`config.mk`:
```
export PLATFORM = sky130hd
export DESIGN_NAME = rtc_timer_control
export DESIGN_NICKNAME = d
export VERILOG_FILES = /design/src/include/rtc_pkg.sv /design/src/rtl/rtc_timer_control.sv /design/src/rtl/rtc_osc_monitor.sv
export SDC_FILE = /design/constraint.sdc
export NUM_CORES = 1
export LEC_CHECK = 0
export BUFFER_PORTS_ARGS = -buffer_cell sky130_fd_sc_hd__buf_4
export CAP_MARGIN = 20
export CORE_MARGIN = 2
export CORE_UTILIZATION = 60
export CTS_BUF_LIST = sky130_fd_sc_hd__clkbuf_8
export CTS_CLUSTER_DIAMETER = 40
export CTS_CLUSTER_SIZE = 24
export DETAILED_ROUTE_END_ITERATION = 7
export PLACE_DENSITY = 0.81
export SLEW_MARGIN = 20
export SYNTH_ARGS = -nofsm -noshare
export SYNTH_HDL_FRONTEND = slang
export SYNTH_SLANG_ARGS = --single-unit
export TNS_END_PERCENT = 100
```
`constraint.sdc`:
```
create_clock -name clock -period 8.15 [get_ports clock]
set_clock_uncertainty 0.15 [all_clocks]
set_input_delay 0.815 -clock clock [delete_from_list [all_inputs] [get_ports clock]]
set_output_delay 0.815 -clock clock [all_outputs]
set_load 0.05 [all_outputs]
```
`src/include/rtc_pkg.sv`:
```
`default_nettype none
package rtc_pkg;

	// ----------------------------------------
	// timing
	// ----------------------------------------
	localparam int CLK_PERIOD_NS = 10;
	localparam int MISS_TIME_NS = 100000;
	// least time, rounded up to whole cycles
	localparam int MISS_CYCLES = (MISS_TIME_NS + CLK_PERIOD_NS - 1) / CLK_PERIOD_NS;

	// ----------------------------------------
	// register map (byte addresses)
	// ----------------------------------------
	localparam int ADDR_W = 8;
	localparam logic [7:0] ADDR_HOLD = 8'h00;
	localparam logic [7:0] ADDR_CTRL = 8'h10;
	localparam logic [7:0] ADDR_ALARM = 8'h14;
	localparam logic [7:0] ADDR_INT_STAT = 8'h18;
	localparam logic [7:0] ADDR_INT_MASK = 8'h1C;
	localparam logic [2:0] SIZE_WORD = 3'h2;

	// ----------------------------------------
	// interrupt status layout
	// ----------------------------------------
	localparam int INT_W = 4;
	localparam int INT_ALARM = 0;
	localparam int INT_OSC_FAIL = 1;
	localparam int INT_LOAD_DONE = 2;
	localparam int INT_SNAP_DONE = 3;

	// ----------------------------------------
	// reset values
	// ----------------------------------------
	localparam logic [7:0] CTRL_RESET = 8'h00;
	localparam logic [31:0] TIMER_RESET = 32'h0000_0000;
	localparam logic [31:0] HOLD_RESET = 32'h0000_0000;
	localparam logic [31:0] ALARM_RESET = 32'h0000_0000;
	localparam logic [3:0] INT_RESET = 4'h0;

	// ----------------------------------------
	// control register layout, bit 7 first
	// ----------------------------------------
	typedef struct packed {
		logic osc_on;
		logic missing_clock_detect_on;
		logic osc_fail_flag;
		logic timer_run;
		logic alarm_on;
		logic alarm_flag_autoreset;
		logic timer_load_go;
		logic timer_snapshot_go;
	} rtc_ctrl_t;

endpackage
`default_nettype wire

```
`src/rtl/rtc_timer_control.sv`:
```
`timescale 1ns/100ps
`default_nettype none
// Operation
// - control bit 7 turns the oscillator and its bias currents on or off
// - control bit 6 enables the missing-clock detector
// - bit 5 set by hardware on missing-clock timeout, held until software clears
// - bit 4 runs the timer; when clear the count holds
// - bit 3 enables the alarm; writing the register clears the alarm flag
// - reading bit 2 returns the alarm event flag
// - writing bit 2 sets auto reset, not the alarm flag
// - writing 1 to bit 1 loads the timer; bit clears when done
// - writing 1 to bit 0 snapshots the timer; bit clears when done
// - alarm flag drops by itself within one oscillator cycle
// - running timer increments once per oscillator cycle
// - alarm fires when timer equals alarm compare value
// - with auto reset, timer clears one oscillator cycle after alarm
// - load copies holding into timer, snapshot copies timer into holding
module rtc_timer_control
	import rtc_pkg::*;
#(
	parameter int MISS_COUNT = MISS_CYCLES
)
(
	input wire logic clock,
	input wire logic rst,
	input wire logic hsel,
	input wire logic [31:0] haddr,
	input wire logic [1:0] htrans,
	input wire logic hwrite,
	input wire logic [2:0] hsize,
	input wire logic [31:0] hwdata,
	input wire logic hready,
	output logic [31:0] hrdata,
	output logic hreadyout,
	output logic hresp,
	input wire logic osc_pin,
	output logic osc_enable,
	output logic alarm_event,
	output logic irq
);

	rtc_ctrl_t ctrl;
	rtc_ctrl_t wctrl;
	rtc_ctrl_t rd_ctrl;
	logic ph_valid;
	logic ph_write;
	logic [ADDR_W-1:0] ph_addr;
	logic wr_now;
	logic wr_ctrl;
	logic wr_hold;
	logic wr_alarm;
	logic wr_stat;
	logic wr_mask;
	logic rd_fill;
	logic [31:0] rd_mux;
	logic [31:0] timer;
	logic [31:0] next_timer;
	logic [31:0] holding;
	logic [31:0] alarm_compare;
	logic alarm_flag;
	logic alarm_hit;
	logic auto_pend;
	logic osc_tick;
	logic miss_pulse;
	logic fail_set;
	logic load_done;
	logic snap_done;
	logic [INT_W-1:0] int_stat;
	logic [INT_W-1:0] int_mask;
	logic [INT_W-1:0] int_event;

	// ----------------------------------------
	// oscillator monitor
	// ----------------------------------------
	rtc_osc_monitor #(
		.MISS_COUNT(MISS_COUNT)
	) u_monitor (
		.clock(clock),
		.rst(rst),
		.osc_pin(osc_pin),
		.enable(ctrl.missing_clock_detect_on),
		.osc_tick(osc_tick),
		.miss_pulse(miss_pulse)
	);

	// ----------------------------------------
	// ahb-lite slave
	// ----------------------------------------
	always_ff @(posedge clock or posedge rst)
	begin
		if (rst)
		begin
			ph_valid <= 1'b0;
			ph_write <= 1'b0;
			ph_addr <= '0;
		end
		else if (hready)
		begin
			ph_valid <= hsel && htrans[1] && hsize == SIZE_WORD;
			ph_write <= hwrite;
			ph_addr <= haddr[ADDR_W-1:0];
		end
	end

	// reads take one wait state so a write just before is always seen
	always_ff @(posedge clock or posedge rst)
	begin
		if (rst)
			hreadyout <= 1'b1;
		else if (hready && hsel && htrans[1] && !hwrite && hsize == SIZE_WORD)
			hreadyout <= 1'b0;
		else
			hreadyout <= 1'b1;
	end

	assign hresp = 1'b0;
	assign wr_now = ph_valid && ph_write && hready;
	assign wr_ctrl = wr_now && ph_addr == ADDR_CTRL;
	assign wr_hold = wr_now && ph_addr == ADDR_HOLD;
	assign wr_alarm = wr_now && ph_addr == ADDR_ALARM;
	assign wr_stat = wr_now && ph_addr == ADDR_INT_STAT;
	assign wr_mask = wr_now && ph_addr == ADDR_INT_MASK;
	assign rd_fill = ph_valid && !ph_write && !hreadyout;
	assign wctrl = rtc_ctrl_t'(hwdata[7:0]);

	always_comb
	begin
		rd_ctrl = ctrl;
		rd_ctrl.alarm_flag_autoreset = alarm_flag;
		case (ph_addr)
			ADDR_HOLD: rd_mux = holding;
			ADDR_CTRL: rd_mux = {24'h000000, rd_ctrl};
			ADDR_ALARM: rd_mux = alarm_compare;
			ADDR_INT_STAT: rd_mux = {28'h0000000, int_stat};
			ADDR_INT_MASK: rd_mux = {28'h0000000, int_mask};
			default: rd_mux = 32'h0000_0000;
		endcase
	end

	always_ff @(posedge clock or posedge rst)
	begin
		if (rst)
			hrdata <= 32'h0000_0000;
		else if (rd_fill)
			hrdata <= rd_mux;
	end

	// ----------------------------------------
	// control register
	// ----------------------------------------
	assign fail_set = miss_pulse && ctrl.missing_clock_detect_on;
	assign load_done = osc_tick && ctrl.timer_load_go;
	assign snap_done = osc_tick && ctrl.timer_snapshot_go;

	always_ff @(posedge clock or posedge rst)
	begin
		if (rst)
			ctrl <= rtc_ctrl_t'(CTRL_RESET);
		else
		begin
			if (wr_ctrl)
			begin
				ctrl.osc_on <= wctrl.osc_on;
				ctrl.missing_clock_detect_on <= wctrl.missing_clock_detect_on;
				ctrl.timer_run <= wctrl.timer_run;
				ctrl.alarm_on <= wctrl.alarm_on;
				ctrl.alarm_flag_autoreset <= wctrl.alarm_flag_autoreset;
			end
			if (fail_set)
				ctrl.osc_fail_flag <= 1'b1;
			else if (wr_ctrl)
				ctrl.osc_fail_flag <= wctrl.osc_fail_flag;
			if (wr_ctrl && wctrl.timer_load_go)
				ctrl.timer_load_go <= 1'b1;
			else if (load_done)
				ctrl.timer_load_go <= 1'b0;
			if (wr_ctrl && wctrl.timer_snapshot_go)
				ctrl.timer_snapshot_go <= 1'b1;
			else if (snap_done)
				ctrl.timer_snapshot_go <= 1'b0;
		end
	end

	assign osc_enable = ctrl.osc_on;

	// ----------------------------------------
	// timer and alarm
	// ----------------------------------------
	always_comb
	begin
		// load takes priority over auto reset
		if (ctrl.timer_load_go)
			next_timer = holding;
		else if (auto_pend)
			next_timer = TIMER_RESET;
		else if (ctrl.timer_run)
			next_timer = timer + 32'h0000_0001;
		else
			next_timer = timer;
	end

	// match only on a fresh value, so a stopped timer fires once
	assign alarm_hit = osc_tick && ctrl.alarm_on && next_timer == alarm_compare && next_timer != timer;

	always_ff @(posedge clock or posedge rst)
	begin
		if (rst)
		begin
			timer <= TIMER_RESET;
			auto_pend <= 1'b0;
		end
		else if (osc_tick)
		begin
			timer <= next_timer;
			auto_pend <= alarm_hit && ctrl.alarm_flag_autoreset;
		end
	end

	// flag lasts at most one oscillator cycle
	always_ff @(posedge clock or posedge rst)
	begin
		if (rst)
			alarm_flag <= 1'b0;
		else if (alarm_hit)
			alarm_flag <= 1'b1;
		else if (wr_ctrl || osc_tick)
			alarm_flag <= 1'b0;
	end

	assign alarm_event = alarm_flag;

	// snapshot wins over a bus write in the same cycle
	always_ff @(posedge clock or posedge rst)
	begin
		if (rst)
			holding <= HOLD_RESET;
		else if (snap_done)
			holding <= timer;
		else if (wr_hold)
			holding <= hwdata;
	end

	always_ff @(posedge clock or posedge rst)
	begin
		if (rst)
			alarm_compare <= ALARM_RESET;
		else if (wr_alarm)
			alarm_compare <= hwdata;
	end

	// ----------------------------------------
	// interrupts
	// ----------------------------------------
	always_comb
	begin
		int_event = '0;
		int_event[INT_ALARM] = alarm_hit;
		int_event[INT_OSC_FAIL] = fail_set;
		int_event[INT_LOAD_DONE] = load_done;
		int_event[INT_SNAP_DONE] = snap_done;
	end

	// write one to clear; a new event in the same cycle stays set
	always_ff @(posedge clock or posedge rst)
	begin
		if (rst)
			int_stat <= INT_RESET;
		else if (wr_stat)
			int_stat <= (int_stat & ~hwdata[INT_W-1:0]) | int_event;
		else
			int_stat <= int_stat | int_event;
	end

	always_ff @(posedge clock or posedge rst)
	begin
		if (rst)
			int_mask <= INT_RESET;
		else if (wr_mask)
			int_mask <= hwdata[INT_W-1:0];
	end

	always_ff @(posedge clock or posedge rst)
	begin
		if (rst)
			irq <= 1'b0;
		else
			irq <= |(int_stat & int_mask);
	end
endmodule // rtc_timer_control
`default_nettype wire

```
`src/rtl/rtc_osc_monitor.sv`:
```
`timescale 1ns/100ps
`default_nettype none
module rtc_osc_monitor
	import rtc_pkg::*;
#(
	parameter int MISS_COUNT = MISS_CYCLES
)
(
	input wire logic clock,
	input wire logic rst,
	input wire logic osc_pin,
	input wire logic enable,
	output logic osc_tick,
	output logic miss_pulse
);

	localparam int CW = $clog2(MISS_COUNT + 1);
	localparam logic [CW-1:0] LAST = CW'(MISS_COUNT - 1);
	localparam logic [CW-1:0] FULL = CW'(MISS_COUNT);

	logic sync1;
	logic sync2;
	logic sync3;
	logic edge_seen;
	logic [CW-1:0] quiet;

	// ----------------------------------------
	// pin synchroniser and edge detect
	// ----------------------------------------
	always_ff @(posedge clock or posedge rst)
	begin
		if (rst)
		begin
			sync1 <= 1'b0;
			sync2 <= 1'b0;
			sync3 <= 1'b0;
			osc_tick <= 1'b0;
		end
		else
		begin
			sync1 <= osc_pin;
			sync2 <= sync1;
			sync3 <= sync2;
			osc_tick <= sync2 & ~sync3;
		end
	end

	assign edge_seen = sync2 ^ sync3;

	// ----------------------------------------
	// missing clock one-shot
	// ----------------------------------------
	// counts only while enabled
	always_ff @(posedge clock or posedge rst)
	begin
		if (rst)
		begin
			quiet <= '0;
			miss_pulse <= 1'b0;
		end
		else
		begin
			miss_pulse <= enable && !edge_seen && quiet == LAST;
			if (!enable || edge_seen)
				quiet <= '0;
			else if (quiet != FULL)
				quiet <= quiet + CW'(1);
		end
	end

endmodule // rtc_osc_monitor
`default_nettype wire

```
==> impl_results.rst, run 1 <==
.. list-table::
   :header-rows: 1

   * - Metric
     - Value
   * - Post-detail-place hpwl
     - 24.81 mm
   * - Ratio of cells with drive above 1 in the final layout
     - 17.08%
   * - Required time worst endpoint
     - 8.42 ns
   * - Min cycle time layout
     - 4.091 ns
   * - Multiplexer fraction of the synthesized cell area
     - 9.936%
   * - Most common cell on crit path
     - sky130_fd_sc_hd__nand4_1
   * - Maximum clock insertion buffer count
     - 2
   * - Fmax
     - 244.4 MHz
   * - Warnings from Yosys
     - 0
   * - Area Growth Syn to Fin
     - 9.310%
   * - Type of element capturing the critical path
     - flip-flop
   * - Number of logic stages on the critical path including buffering
     - 9
   * - Number of diodes
     - 0
   * - Initial standard-cell utilization of the core
     - approximately 61%
   * - Total of hold buffers inserted after clock tree synthesis
     - 0
   * - Syn Std Cell Area
     - 10,980 um^2
   * - Total nets after synthesis
     - 1,308
   * - Unrepaired setup endpoints after global routing
     - false
   * - Arithmetic-cell share of the synthesized area counting full adders, half adders and majority gates
     - 0.4558%
   * - Share of async-settable or async-resettable flops after synthesis
     - 100.0%
   * - Worst voltage drop across the vdd grid
     - 131.0 uV
   * - Number of setup buffers added after CTS
     - 0
   * - Final clock period utilization by the worst path
     - 50.19%
   * - Count of vias placed by the detailed router
     - 10.22k
   * - Dominant register cell in the synthesized netlist
     - sky130_fd_sc_hd__dfrtp_1
   * - Hold Path Origin
     - u_monitor.sync1$_DFF_PP0_
   * - Number of buffers created by CTS
     - 17
   * - CP max-delay cell
     - sky130_fd_sc_hd__a2111oi_0
   * - Register area share after synthesis
     - between 40% and 50%
   * - Clk sinks
     - around 180
   * - Source-to-sink clock delay at the later pin of the worst-skew pair
     - about 0.5 ns
   * - Biggest fanout along the worst timing path
     - 11
   * - Detailed Routing Iterations Pass 1
     - 7
   * - Worst max-slew margin expressed relative to the limit
     - between 20% and 30%
   * - Final setup violating endpoints
     - 0
   * - First-iteration detailed-routing DRC count
     - 1,359
   * - Min-Delay Path Class
     - reg -> reg
   * - Count of state elements after synthesis
     - 177
   * - Area share of xor/xnor cells in the synthesized design
     - 3.510%
   * - Compound-gate portion of the synthesized area
     - 20.73%
   * - Total negative slack
     - 0 ns
   * - Worst hold path cell count
     - 0
   * - Total congestion overflow after global routing
     - 0
   * - Post-Synth Simple-Gate Area
     - 19.13%
   * - Worst setup path category
     - reg -> reg
   * - Combinational family with the most area after synthesis
     - compound AO/OA/AOI/OAI gates
   * - Distinct cell type count after synthesis
     - 86
   * - Met2 routed wirelength
     - 16.20 mm
   * - Ordered list of cells on the worst path
     - ha_1 -> and4_1 -> nand4_1 -> nor3_1 -> xnor2_1 -> a21boi_0 -> a2111oi_0 -> nand4_1 -> o21ai_1
   * - Final ANT Viol Nets
     - 0
   * - Met3 WL
     - 3.576 mm
   * - Clock tree from TritonCTS
     - built
   * - Antenna violations before repair
     - 0
   * - Cell family contributing the most delay on the critical path
     - simple AND/OR/NAND/NOR gates
   * - Global-route wire length before repair
     - 56.66 mm
   * - CTS clk-pin slew, worst paths
     - 0.11 ns
   * - Worst slew pin tran
     - 1.148 ns
   * - Chip height
     - 139.3 um
   * - Final GP Congestion
     - 1.060
   * - Buffers plus inverters on the worst setup path
     - 0
   * - Max-cap violation count
     - 0
   * - Total of fill cells in the finished design
     - 1,492
   * - Uppermost layer routed
     - met4
   * - Post-synthesis cell count
     - 1,229
   * - Most area-hungry cell type in the Yosys netlist
     - sky130_fd_sc_hd__dfrtp_1
   * - Area of the multi-input gates
     - 5931 um^2
   * - Root cell of the clock tree
     - sky130_fd_sc_hd__clkbuf_8
   * - Ranking of synthesized cells by area
     - sky130_fd_sc_hd__dfrtp_1 (40%), sky130_fd_sc_hd__o21ai_0 (5.7%), sky130_fd_sc_hd__mux2_2 (5.6%)
   * - Number of ports placed on the die boundary
     - between 100 and 150
   * - Power density over the cells
     - 139.9 nW/um^2
   * - Result of the run
     - completed
   * - Detailed-route wire length
     - around 36 mm
   * - Mean area per synthesized cell
     - 8.935 um^2
   * - Top-area cell type share of the netlist area
     - 40.11%
   * - Post-detailed-route via-to-cell ratio
     - 6.895
   * - Launching element type of the critical path
     - flip-flop
   * - Largest net degree at the start of global routing
     - 109
   * - Critical path launch point
     - timer[0]$_DFFE_PP0P_
   * - Final count of hold timing violations
     - 0
   * - Wire length per cell after detailed routing
     - 24.05 um
   * - Vias in the first global route
     - 9,806
   * - CP arrival
     - 4.37 ns
   * - WHS
     - roughly 0.22 ns
   * - Detailed-routing wirelength on met1
     - 14.69 mm
   * - Global-route usage over all layers
     - between 30% and 40%
   * - Number of pins exceeding their max-slew limit in the final report
     - 0
   * - Static Leak
     - 0.005111 uW
   * - CORE AREA
     - approximately 18,000 um^2
   * - Remaining DRCs
     - 0
   * - Number of rows in the core area
     - 49
   * - Largest stage delay on the critical path
     - 0.62 ns
   * - Gates resized, CTS repair
     - 0
   * - Area of all sequential standard cells
     - between 4000 and 5000 um^2
   * - # nets final
     - 1,319
   * - Die Outline Area
     - 19,400 um^2
   * - PortBufs
     - 85
   * - Beginning of the worst register-to-register path
     - timer[0]$_DFFE_PP0P_
   * - H-tree depth reported by CTS
     - 4
   * - Worst reg-to-reg path cell count
     - 9
   * - Die width
     - 139.3 um
   * - Count of flip-flops with a built-in enable after synthesis
     - 0
==> kinds of logic after synthesis <==
logic type	count (synthesis)
other	1
AOI/OAI and AO/OA	338
buffers and inverters	150
adders and majority gates	4
muxes	102
DFF	177
and+or+nand+nor	413
xor gates and xnor gates	44
==> stage by stage <==
stage	worst slack, ns	cells	total power [uW]	instance area, um^2	utilization, %
after floorplan	2.385	1229	973.4	10980	-
after global placement	4.353	1450	1014	11560	64.34
after detailed placement	4.333	1450	1017	11560	64.34
after CTS	4.291	1482	1681	12000	66.80
after global routing	4.009	1482	1730	12000	66.82
final	4.059	1482	1679	12000	66.82
==> sequential cells by signal, indices dropped and copies added (netlist names), 4 cells and up <==
signal,cells
int_mask,4
int_stat,4
ph_addr,8
alarm_compare,32
timer,32
holding,32
u_monitor.quiet,14
hrdata,32
ctrl,7
==> cells in the final DEF (no fill, tap or decap), drive strengths merged, types with 6 or more instances in the layout <==
| cell | n |
|---|---|
| dfrtp | 176 |
| a22o | 20 |
| a222oi | 9 |
| o21ai | 130 |
| o31ai | 12 |
| a22oi | 30 |
| nor3 | 24 |
| nand2 | 157 |
| o211ai | 8 |
| or3 | 16 |
| mux2i | 46 |
| o221ai | 6 |
| nor2b | 17 |
| and4 | 6 |
| o2111ai | 6 |
| o22ai | 16 |
| and3 | 12 |
| clkinv | 7 |
| xor2 | 17 |
| xnor2 | 27 |
| clkbuf | 17 |
| buf | 99 |
| a211oi | 6 |
| inv | 50 |
| nand3 | 44 |
| nand4 | 23 |
| mux2 | 56 |
| a31oi | 8 |
| nand2b | 10 |
| or4 | 10 |
| a32oi | 7 |
| nor4 | 17 |
| nor2 | 51 |
| a21oi | 30 |
==> cell usage after synthesis, drive strengths merged, types with 8 or more instances <==
library cell	instances
a21oi	30
a222oi	9
a22o	20
a22oi	30
a31oi	8
and3	12
buf	50
clkbuf	57
dfrtp	176
inv	42
mux2	56
mux2i	46
nand2	157
nand2b	10
nand3	44
nand4	23
nor2	51
nor2b	17
nor3	24
nor4	17
o211ai	8
o21ai	130
o22ai	16
o31ai	12
or3	16
or4	10
xnor2	27
xor2	17
==> report_power, final <==
| part | switching [uW] | internal [uW] | leakage, uW |
|---|---|---|---|
| clock | 409 | 269 | 0.000218 |
| combinational | 54.6 | 39.5 | 0.00251 |
| sequential | 18.0 | 889 | 0.00238 |
| total | 482 | 1200 | 0.00511 |
==> worst paths after layout <==
check | end | slack [ns]
worst min-delay path | u_monitor.sync2$_DFF_PP0_ | 0.22
worst max register to register | int_stat[0]$_DFF_PP0_ | 4.06
worst min register to register | u_monitor.sync2$_DFF_PP0_ | 0.22
min in group asynchronous | hrdata[22]$_DFFE_PP0P_ | 0.28
max in group asynchronous | u_monitor.quiet[8]$_DFFE_PP0P_ | 6.13
worst max-delay path | int_stat[0]$_DFF_PP0_ | 4.06
==> routing by layer <==
| layer | GRT usage [%] | vias to the layer above |
|---|---|---|
| li1 | - | 4543 |
| met1 | 53.09 | 4977 |
| met2 | 56.76 | 612 |
| met3 | 7.674 | 86 |
| met4 | 13.50 | 0 |
| met5 | 0 | - |
==> area by class of cell <==
cell class                 instances  share of cell area, %
clock buffer                      17                  1.949
clock inverter                    15                  1.730
inverter                          43                  1.407
multi-input combinational        902                  49.41
sequential                       177                  36.92
tap                              229                  2.387
timing repair buffer              99                  6.192
(Power assumes the default switching activity.)
==> run 2, diff against run 1 <==
==> constraint.sdc (replaced) <==
create_clock -name clock -period 3.97 [get_ports clock]
set_clock_uncertainty 0.15 [all_clocks]
set_input_delay 0.397 -clock clock [delete_from_list [all_inputs] [get_ports clock]]
set_output_delay 0.397 -clock clock [all_outputs]
set_load 0.05 [all_outputs]
==> run 2 against run 1 <==
Compared with the run above: sequential share of layout area is 1.5 points lower; non-clock buffer count is 58 higher; combinational power is 140% higher; sequential power is 110% higher; critical path type unchanged; critical path depth stayed put; design area is 4.3% higher.
==> impl_results.rst, run 2 (synthesis results as in run 1) <==
.. list-table::
   :header-rows: 1

   * - Metric
     - Value
   * - Area of all sequential standard cells
     - 4432 um^2 (unchanged)
   * - Die Outline Area
     - 19,400 um^2 (unchanged)
   * - Number of diodes
     - 0 (unchanged)
   * - First-iteration detailed-routing DRC count
     - 1,621 (+19%)
   * - Chip height
     - 139.3 um (unchanged)
   * - Unrepaired setup endpoints after global routing
     - false
   * - Largest net degree at the start of global routing
     - 83 (-24%)
   * - Total Power
     - 3440 uW (+100%)
   * - Global-route usage over all layers
     - 39.23% (+2.0 points)
   * - WHS
     - 0.01716 ns (-0.1998 ns)
   * - Worst slew pin tran
     - 0.9010 ns (-0.2467 ns)
   * - Post-place instance area
     - 11,820 um^2 (+2.3%)
   * - Result of the run
     - completed
   * - Number of buffers created by CTS
     - 17 (unchanged)
   * - Total negative slack
     - 0 ns (unchanged)
   * - Worst setup path category
     - reg -> reg
   * - Most used cells in the layout excluding fill and tap cells
     - sky130_fd_sc_hd__dfrtp_1 (175), sky130_fd_sc_hd__nand2_1 (155), sky130_fd_sc_hd__buf_4 (127)
   * - Final ANT Viol Nets
     - 0 (unchanged)
   * - Wire length per cell after detailed routing
     - 24.75 um (+2.9%)
   * - Number of rows in the core area
     - 49 (unchanged)
   * - Global-route wire length before repair
     - 58.66 mm (+3.5%)
   * - Biggest fanout along the worst timing path
     - 10 (-1)
   * - Min-Delay Path Class
     - in -> reg
   * - Final count of hold timing violations
     - 0 (unchanged)
   * - Clk sinks
     - 177 (unchanged)
   * - Maximum clock insertion buffer count
     - 2 (unchanged)
   * - PortBufs
     - 85 (unchanged)
   * - CTS clk-pin slew, worst paths
     - 0.12 ns (about the same)
   * - Die width
     - 139.3 um (unchanged)
   * - CORE AREA
     - 17,960 um^2 (unchanged)
   * - Final clock period utilization by the worst path
     - 93.06% (+43 points)
   * - Most common cell after layout, fill and taps aside
     - sky130_fd_sc_hd__dfrtp_1
   * - Gates resized, CTS repair
     - 0 (unchanged)
   * - Power density over the cells
     - 274.6 nW/um^2 (+96%)
   * - Total of fill cells in the finished design
     - 1,364 (-8.6%)
   * - Source-to-sink clock delay at the later pin of the worst-skew pair
     - 0.48 ns (-0.02 ns)
   * - Post-detail-place hpwl
     - 26.80 mm (+8.0%)
   * - Required time worst endpoint
     - 4.21 ns (-4.21 ns)
   * - Count of vias placed by the detailed router
     - 10.49k (+2.6%)
   * - Clock tree from TritonCTS
     - built
   * - Area Growth Syn to Fin
     - 14.06%
   * - Cell area after layout
     - 12,520 um^2 (+4.3%)
   * - Post-detailed-route via-to-cell ratio
     - 6.810 (-1.2%)
   * - Remaining DRCs
     - 0 (unchanged)
   * - Number of pins exceeding their max-slew limit in the final report
     - 0 (unchanged)
   * - CP arrival
     - 3.93 ns (-0.44 ns)
   * - Initial standard-cell utilization of the core
     - 61.13% (unchanged)
   * - Detailed-route wire length
     - 38.11 mm (+6.9%)
   * - Type of element capturing the critical path
     - flip-flop
   * - Min cycle time layout
     - 3.695 ns (-0.3963 ns)
   * - Worst voltage drop across the vdd grid
     - 264.2 uV (+100%)
   * - Detailed Routing Iterations Pass 1
     - 6 (-1)
   * - Max-cap violation count
     - 0 (unchanged)
   * - Total congestion overflow after global routing
     - 0 (unchanged)
   * - Number of ports placed on the die boundary
     - 112 (unchanged)
   * - Static Leak
     - 0.005380 uW (+5.3%)
   * - Vias in the first global route
     - 9,853 (+0.48%)
   * - Worst max-slew margin expressed relative to the limit
     - 39.42% (+16 points)
   * - Antenna violations before repair
     - 0 (unchanged)
   * - Fmax
     - 270.7 MHz (+11%)
   * - H-tree depth reported by CTS
     - 4 (unchanged)
   * - Launching element type of the critical path
     - flip-flop
   * - Root cell of the clock tree
     - sky130_fd_sc_hd__clkbuf_8
   * - # nets final
     - 1,377 (+4.4%)
   * - Area of the multi-input gates
     - 5926 um^2 (about the same)
   * - Final setup violating endpoints
     - 0 (unchanged)
   * - Final GP Congestion
     - 1.075 (+1.4%)
   * - Ratio of cells with drive above 1 in the final layout
     - 18.69% (+1.6 points)
run 2: layout make-up:
cell class	count	area share, %
clock buffer	17	1.868
clock inverter	15	1.578
sequential	177	35.38
timing repair buffer	157	10.25
tap	229	2.288
multi-input combinational	902	47.31
inverter	43	1.319
run 2: worst paths after layout:
check,from,end,slack [ns],cells past startpoint
worst max-delay path,timer[1]$_DFFE_PP0P_,auto_pend$_DFFE_PP0P_,0.28,9
worst min-delay path,hwdata[15],alarm_compare[15]$_DFFE_PP0P_,0.02,2
worst max register to register,timer[1]$_DFFE_PP0P_,auto_pend$_DFFE_PP0P_,0.28,9
worst min register to register,u_monitor.sync1$_DFF_PP0_,u_monitor.sync2$_DFF_PP0_,0.22,0
max in group asynchronous,rst,ctrl[1]$_DFFE_PP0P_,2.36,4
min in group asynchronous,rst,hrdata[16]$_DFFE_PP0P_,0.44,3
run 2: per-layer routing:
metal / wire length, um / global-route usage, % / vias up
li1: - / - / 4667
met1: 15320 / 55.71 / 5089
met2: 17090 / 58.98 / 635
met3: 4210 / 8.603 / 97
met4: 1483 / 15.42 / 0
met5: 0 / 0 / -
run 2: worst max-delay path, cell delays in order, from the launching register on:
cell and delay [ns]:
sky130_fd_sc_hd__dfrtp_1 0.57, sky130_fd_sc_hd__ha_1 0.33, sky130_fd_sc_hd__and4_1 0.32, sky130_fd_sc_hd__and4_1 0.45
sky130_fd_sc_hd__mux2i_1 0.13, sky130_fd_sc_hd__a311oi_1 0.49, sky130_fd_sc_hd__o2111ai_1 0.20, sky130_fd_sc_hd__a2111oi_0 0.40
sky130_fd_sc_hd__nand4_1 0.34, sky130_fd_sc_hd__o22ai_1 0.24
run 2: timing repair:
item,in CTS,in global routing
hold buffers,25,2
setup buffers,0,0
endpoints found under the hold margin,51,2
run 2: per-stage QoR:
stage,cells,util [%],setup WS [ns]
floorplan,1229,-,1.157
global placement,1481,65.81,0.5402
detailed placement,1481,65.81,0.5155
CTS,1538,69.61,0.4782
global route,1540,69.72,0.1620
finish,1540,69.72,0.2754
run 2: power by group:
| group | switching (uW) | internal, uW |
|---|---|---|
| sequential | 40.2 | 1820 |
| combinational | 124 | 104 |
| clock | 846 | 502 |
| total | 1010 | 2430 |
==> run 3, diff against run 2 <==
==> constraint.sdc (replaced) <==
create_clock -name clock -period 3.6 [get_ports clock]
set_clock_uncertainty 0.15 [all_clocks]
set_input_delay 0.36 -clock clock [delete_from_list [all_inputs] [get_ports clock]]
set_output_delay 0.36 -clock clock [all_outputs]
set_load 0.05 [all_outputs]
==> run 3 against run 2 <==
Compared with the run above: via count is 5.6% higher; combinational power is 25% higher; setup slack worse by 0.072 ns; critical path depth is 2 higher; sequential power is 9.7% higher; clock-buffer cell count stayed put; non-clock buffer count is 46 higher; routed wire length is 5.8% higher; die area stayed put; design area is 3.0% higher; largest power group unchanged; highest routed layer unchanged.
==> impl_results.rst, run 3 (synthesis results as in run 1) <==
.. list-table::
   :header-rows: 1

   * - Metric
     - Value
   * - Result of the run
     - completed
   * - CTS clk-pin slew, worst paths
     - 0.12 ns (about the same)
   * - Cell family contributing the most delay on the critical path
     - compound AO/OA/AOI/OAI gates
   * - Area of the multi-input gates
     - 5931 um^2 (about the same)
   * - Worst hold path cell count
     - 2 (unchanged)
   * - Final ANT Viol Nets
     - 0 (unchanged)
   * - Chip height
     - 139.3 um (unchanged)
   * - Launching element type of the critical path
     - flip-flop
   * - Ordered list of cells on the worst path
     - ha_2 -> nand4_1 -> buf_4 -> o41ai_1 -> o211ai_1 -> xnor2_1 -> o2111ai_1 -> a2111oi_1 -> nand4_1 -> buf_4 -> o21ai_1
   * - Fmax
     - 294.4 MHz (+8.8%)
   * - Most congested layer reported by global routing
     - met2
   * - Worst setup path category
     - reg -> reg
   * - WHS
     - 0.01637 ns (-0.0007922 ns)
   * - Worst reg-to-reg setup slack
     - 0.20 ns (-0.07 ns)
   * - Most common cell after layout, fill and taps aside
     - sky130_fd_sc_hd__dfrtp_1
   * - Number of buffers created by CTS
     - 17 (unchanged)
   * - Biggest fanout along the worst timing path
     - 10 (unchanged)
   * - CORE AREA
     - 17,960 um^2 (unchanged)
   * - Type of element capturing the critical path
     - flip-flop
   * - Min cycle time layout
     - 3.397 ns (-0.2976 ns)
   * - Initial standard-cell utilization of the core
     - 61.13% (unchanged)
   * - Worst slew pin tran
     - 0.8986 ns (-0.002402 ns)
   * - PortBufs
     - 85 (unchanged)
   * - Root cell of the clock tree
     - sky130_fd_sc_hd__clkbuf_8
   * - Max-cap violation count
     - 0 (unchanged)
   * - Post-detailed-route via-to-cell ratio
     - 6.984 (+2.6%)
   * - Total of fill cells in the finished design
     - 1,328 (-2.6%)
   * - Detailed-route wire length
     - 40.32 mm (+5.8%)
   * - Buffers plus inverters on the worst setup path
     - 2 (+2)
   * - Number of rows in the core area
     - 49 (unchanged)
   * - CP max-delay cell
     - sky130_fd_sc_hd__dfrtp_2
   * - Wire length per cell after detailed routing
     - 25.42 um (+2.7%)
   * - Post-detail-place hpwl
     - 28.39 mm (+5.9%)
   * - # placed instances
     - 1,515 (+2.3%)
   * - Worst max-slew margin expressed relative to the limit
     - 39.97% (+0.55 points)
   * - Clk sinks
     - 177 (unchanged)
   * - Hold path endpoint
     - int_mask[2]$_DFFE_PP0P_
   * - Final setup violating endpoints
     - 0 (unchanged)
   * - Hold Path Origin
     - hwdata[2]
   * - # nets final
     - 1,423 (+3.3%)
   * - Worst reg-to-reg path cell count
     - 11 (+2)
   * - Static Leak
     - 0.005595 uW (+4.0%)
   * - Beginning of the worst register-to-register path
     - timer[1]$_DFFE_PP0P_
   * - Ratio of cells with drive above 1 in the final layout
     - 20.71% (+2.0 points)
   * - Source-to-sink clock delay at the later pin of the worst-skew pair
     - 0.48 ns (about the same)
   * - Global-route wire length before repair
     - 62.65 mm (+6.8%)
   * - Number of ports placed on the die boundary
     - 112 (unchanged)
   * - Final clock period utilization by the worst path
     - 94.36% (+1.3 points)
   * - Count of vias placed by the detailed router
     - 11.08k (+5.6%)
   * - Met1 Resource Use GR
     - 56.78% (+1.1 points)
   * - Number of pins exceeding their max-slew limit in the final report
     - 0 (unchanged)
   * - Remaining DRCs
     - 0 (unchanged)
   * - Most used cells in the layout excluding fill and tap cells
     - sky130_fd_sc_hd__dfrtp_1 (174), sky130_fd_sc_hd__buf_4 (161), sky130_fd_sc_hd__nand2_1 (155)
   * - Total negative slack
     - 0 ns (unchanged)
   * - Largest net degree at the start of global routing
     - 49 (-41%)
   * - Worst reg2reg endpoint
     - int_stat[0]$_DFF_PP0_
   * - Vias in the first global route
     - 10.76k (+9.2%)
   * - CP arrival
     - 3.64 ns (-0.29 ns)
   * - Die Outline Area
     - 19,400 um^2 (unchanged)
   * - Min-Delay Path Class
     - in -> reg
   * - Final count of hold timing violations
     - 0 (unchanged)
   * - Non-filler cells in the finished layout
     - 1,586 (+3.0%)
   * - Power density over the cells
     - 293.5 nW/um^2 (+6.9%)
   * - Total congestion overflow after global routing
     - 0 (unchanged)
   * - Antenna violations before repair
     - 0 (unchanged)
   * - Maximum clock insertion buffer count
     - 2 (unchanged)
   * - H-tree depth reported by CTS
     - 4 (unchanged)
   * - Global-route usage over all layers
     - 41.98% (+2.7 points)
   * - Met2 routing resource usage after global routing
     - 64.99% (+6.0 points)
   * - Clock tree from TritonCTS
     - built
   * - Largest stage delay on the critical path
     - 0.48 ns (-0.09 ns)
   * - Number of diodes
     - 0 (unchanged)
   * - Final GP Congestion
     - 1.032 (-4.0%)
   * - Area Growth Syn to Fin
     - 17.46%
   * - Unrepaired setup endpoints after global routing
     - false
   * - GR Util met3
     - 11.49% (+2.9 points)
   * - Area of all sequential standard cells
     - 4433 um^2 (about the same)
   * - Die width
     - 139.3 um (unchanged)
   * - Worst voltage drop across the vdd grid
     - 257.3 uV (-2.6%)
   * - First-iteration detailed-routing DRC count
     - 1,613 (-0.49%)
   * - Required time worst endpoint
     - 3.84 ns (-0.37 ns)
   * - Detailed Routing Iterations Pass 1
     - 8 (+2)
-- run 3: cell count changes in the layout (fill, tap and decap cells not counted), moves of 2 or more --
cell / delta
sky130_fd_sc_hd__dlygate4sd3_1: +12
sky130_fd_sc_hd__buf_4: +34
sky130_fd_sc_hd__inv_8: -3
sky130_fd_sc_hd__inv_6: +2
-- run 3: how the worst max path moves through the flow --
stage	from	endpoint	cells past startpoint
2_1_floorplan	rst	alarm_compare[0]$_DFFE_PP0P_	1
3_3_place_gp	timer[1]$_DFFE_PP0P_	int_stat[0]$_DFF_PP0_	11
3_5_place_dp	timer[1]$_DFFE_PP0P_	int_stat[0]$_DFF_PP0_	11
4_1_cts	timer[1]$_DFFE_PP0P_	int_stat[0]$_DFF_PP0_	11
5_1_grt	timer[1]$_DFFE_PP0P_	int_stat[0]$_DFF_PP0_	11
6_report	timer[1]$_DFFE_PP0P_	int_stat[0]$_DFF_PP0_	11
-- run 3: cell type report --
cell class              instances  share of cell area (%)
clock buffers                  17                   1.814
clock inverters                15                   1.465
inverters                      43                   1.281
multi-input cells             902                   45.98
flip-flops and latches        177                   34.37
well taps                     229                   2.222
repair buffers                203                   12.86
-- run 3: stage by stage --
| step | worst slack (ns) | util [%] | power, uW | instance area (um^2) |
|---|---|---|---|---|
| 4_1_cts | 0.1701 | 71.76 | 3777 | 12890 |
| 5_1_grt | 0.06356 | 71.80 | 3882 | 12900 |
| 3_5_place_dp | 0.2317 | 67.24 | 2321 | 12080 |
| 3_3_place_gp | 0.1898 | 67.24 | 2316 | 12080 |
| 6_report | 0.2030 | 71.80 | 3785 | 12900 |
| 2_1_floorplan | 0.8242 | - | 2204 | 10980 |
-- run 3: repair_timing --
| action | CTS | global route |
|---|---|---|
| hold buffers | 39 | 0 |
| hold endpoints to repair | 73 | 0 |
| gates resized for setup | 0 | 4 |
| endpoints found under the setup margin | 0 | 3 |
| buffers inserted | 0 | 0 |
-- run 3: worst register-to-register path: cells and delay by family (launching register included) --
kind	cells	cell delay, ns
fa+ha+maj	1	0.28
buf+inv	2	0.42
flops	1	0.48
simple gates	2	0.38
xor+xnor	1	0.35
compound gates	5	1.25
-- run 3: routing by layer --
metal / vias to the layer above / wire length (um)
met5: - / 0
met2: 791 / 18180
met1: 5389 / 15520
met4: 0 / 1707
li1: 4746 / -
met3: 151 / 4917
-- run 3: power by group --
group | total (uW) | switching [uW] | internal (uW)
registers | 2040 | 32.2 | 2010
clock network | 1460 | 917 | 541
logic | 283 | 154 | 129
total | 3790 | 1100 | 2680
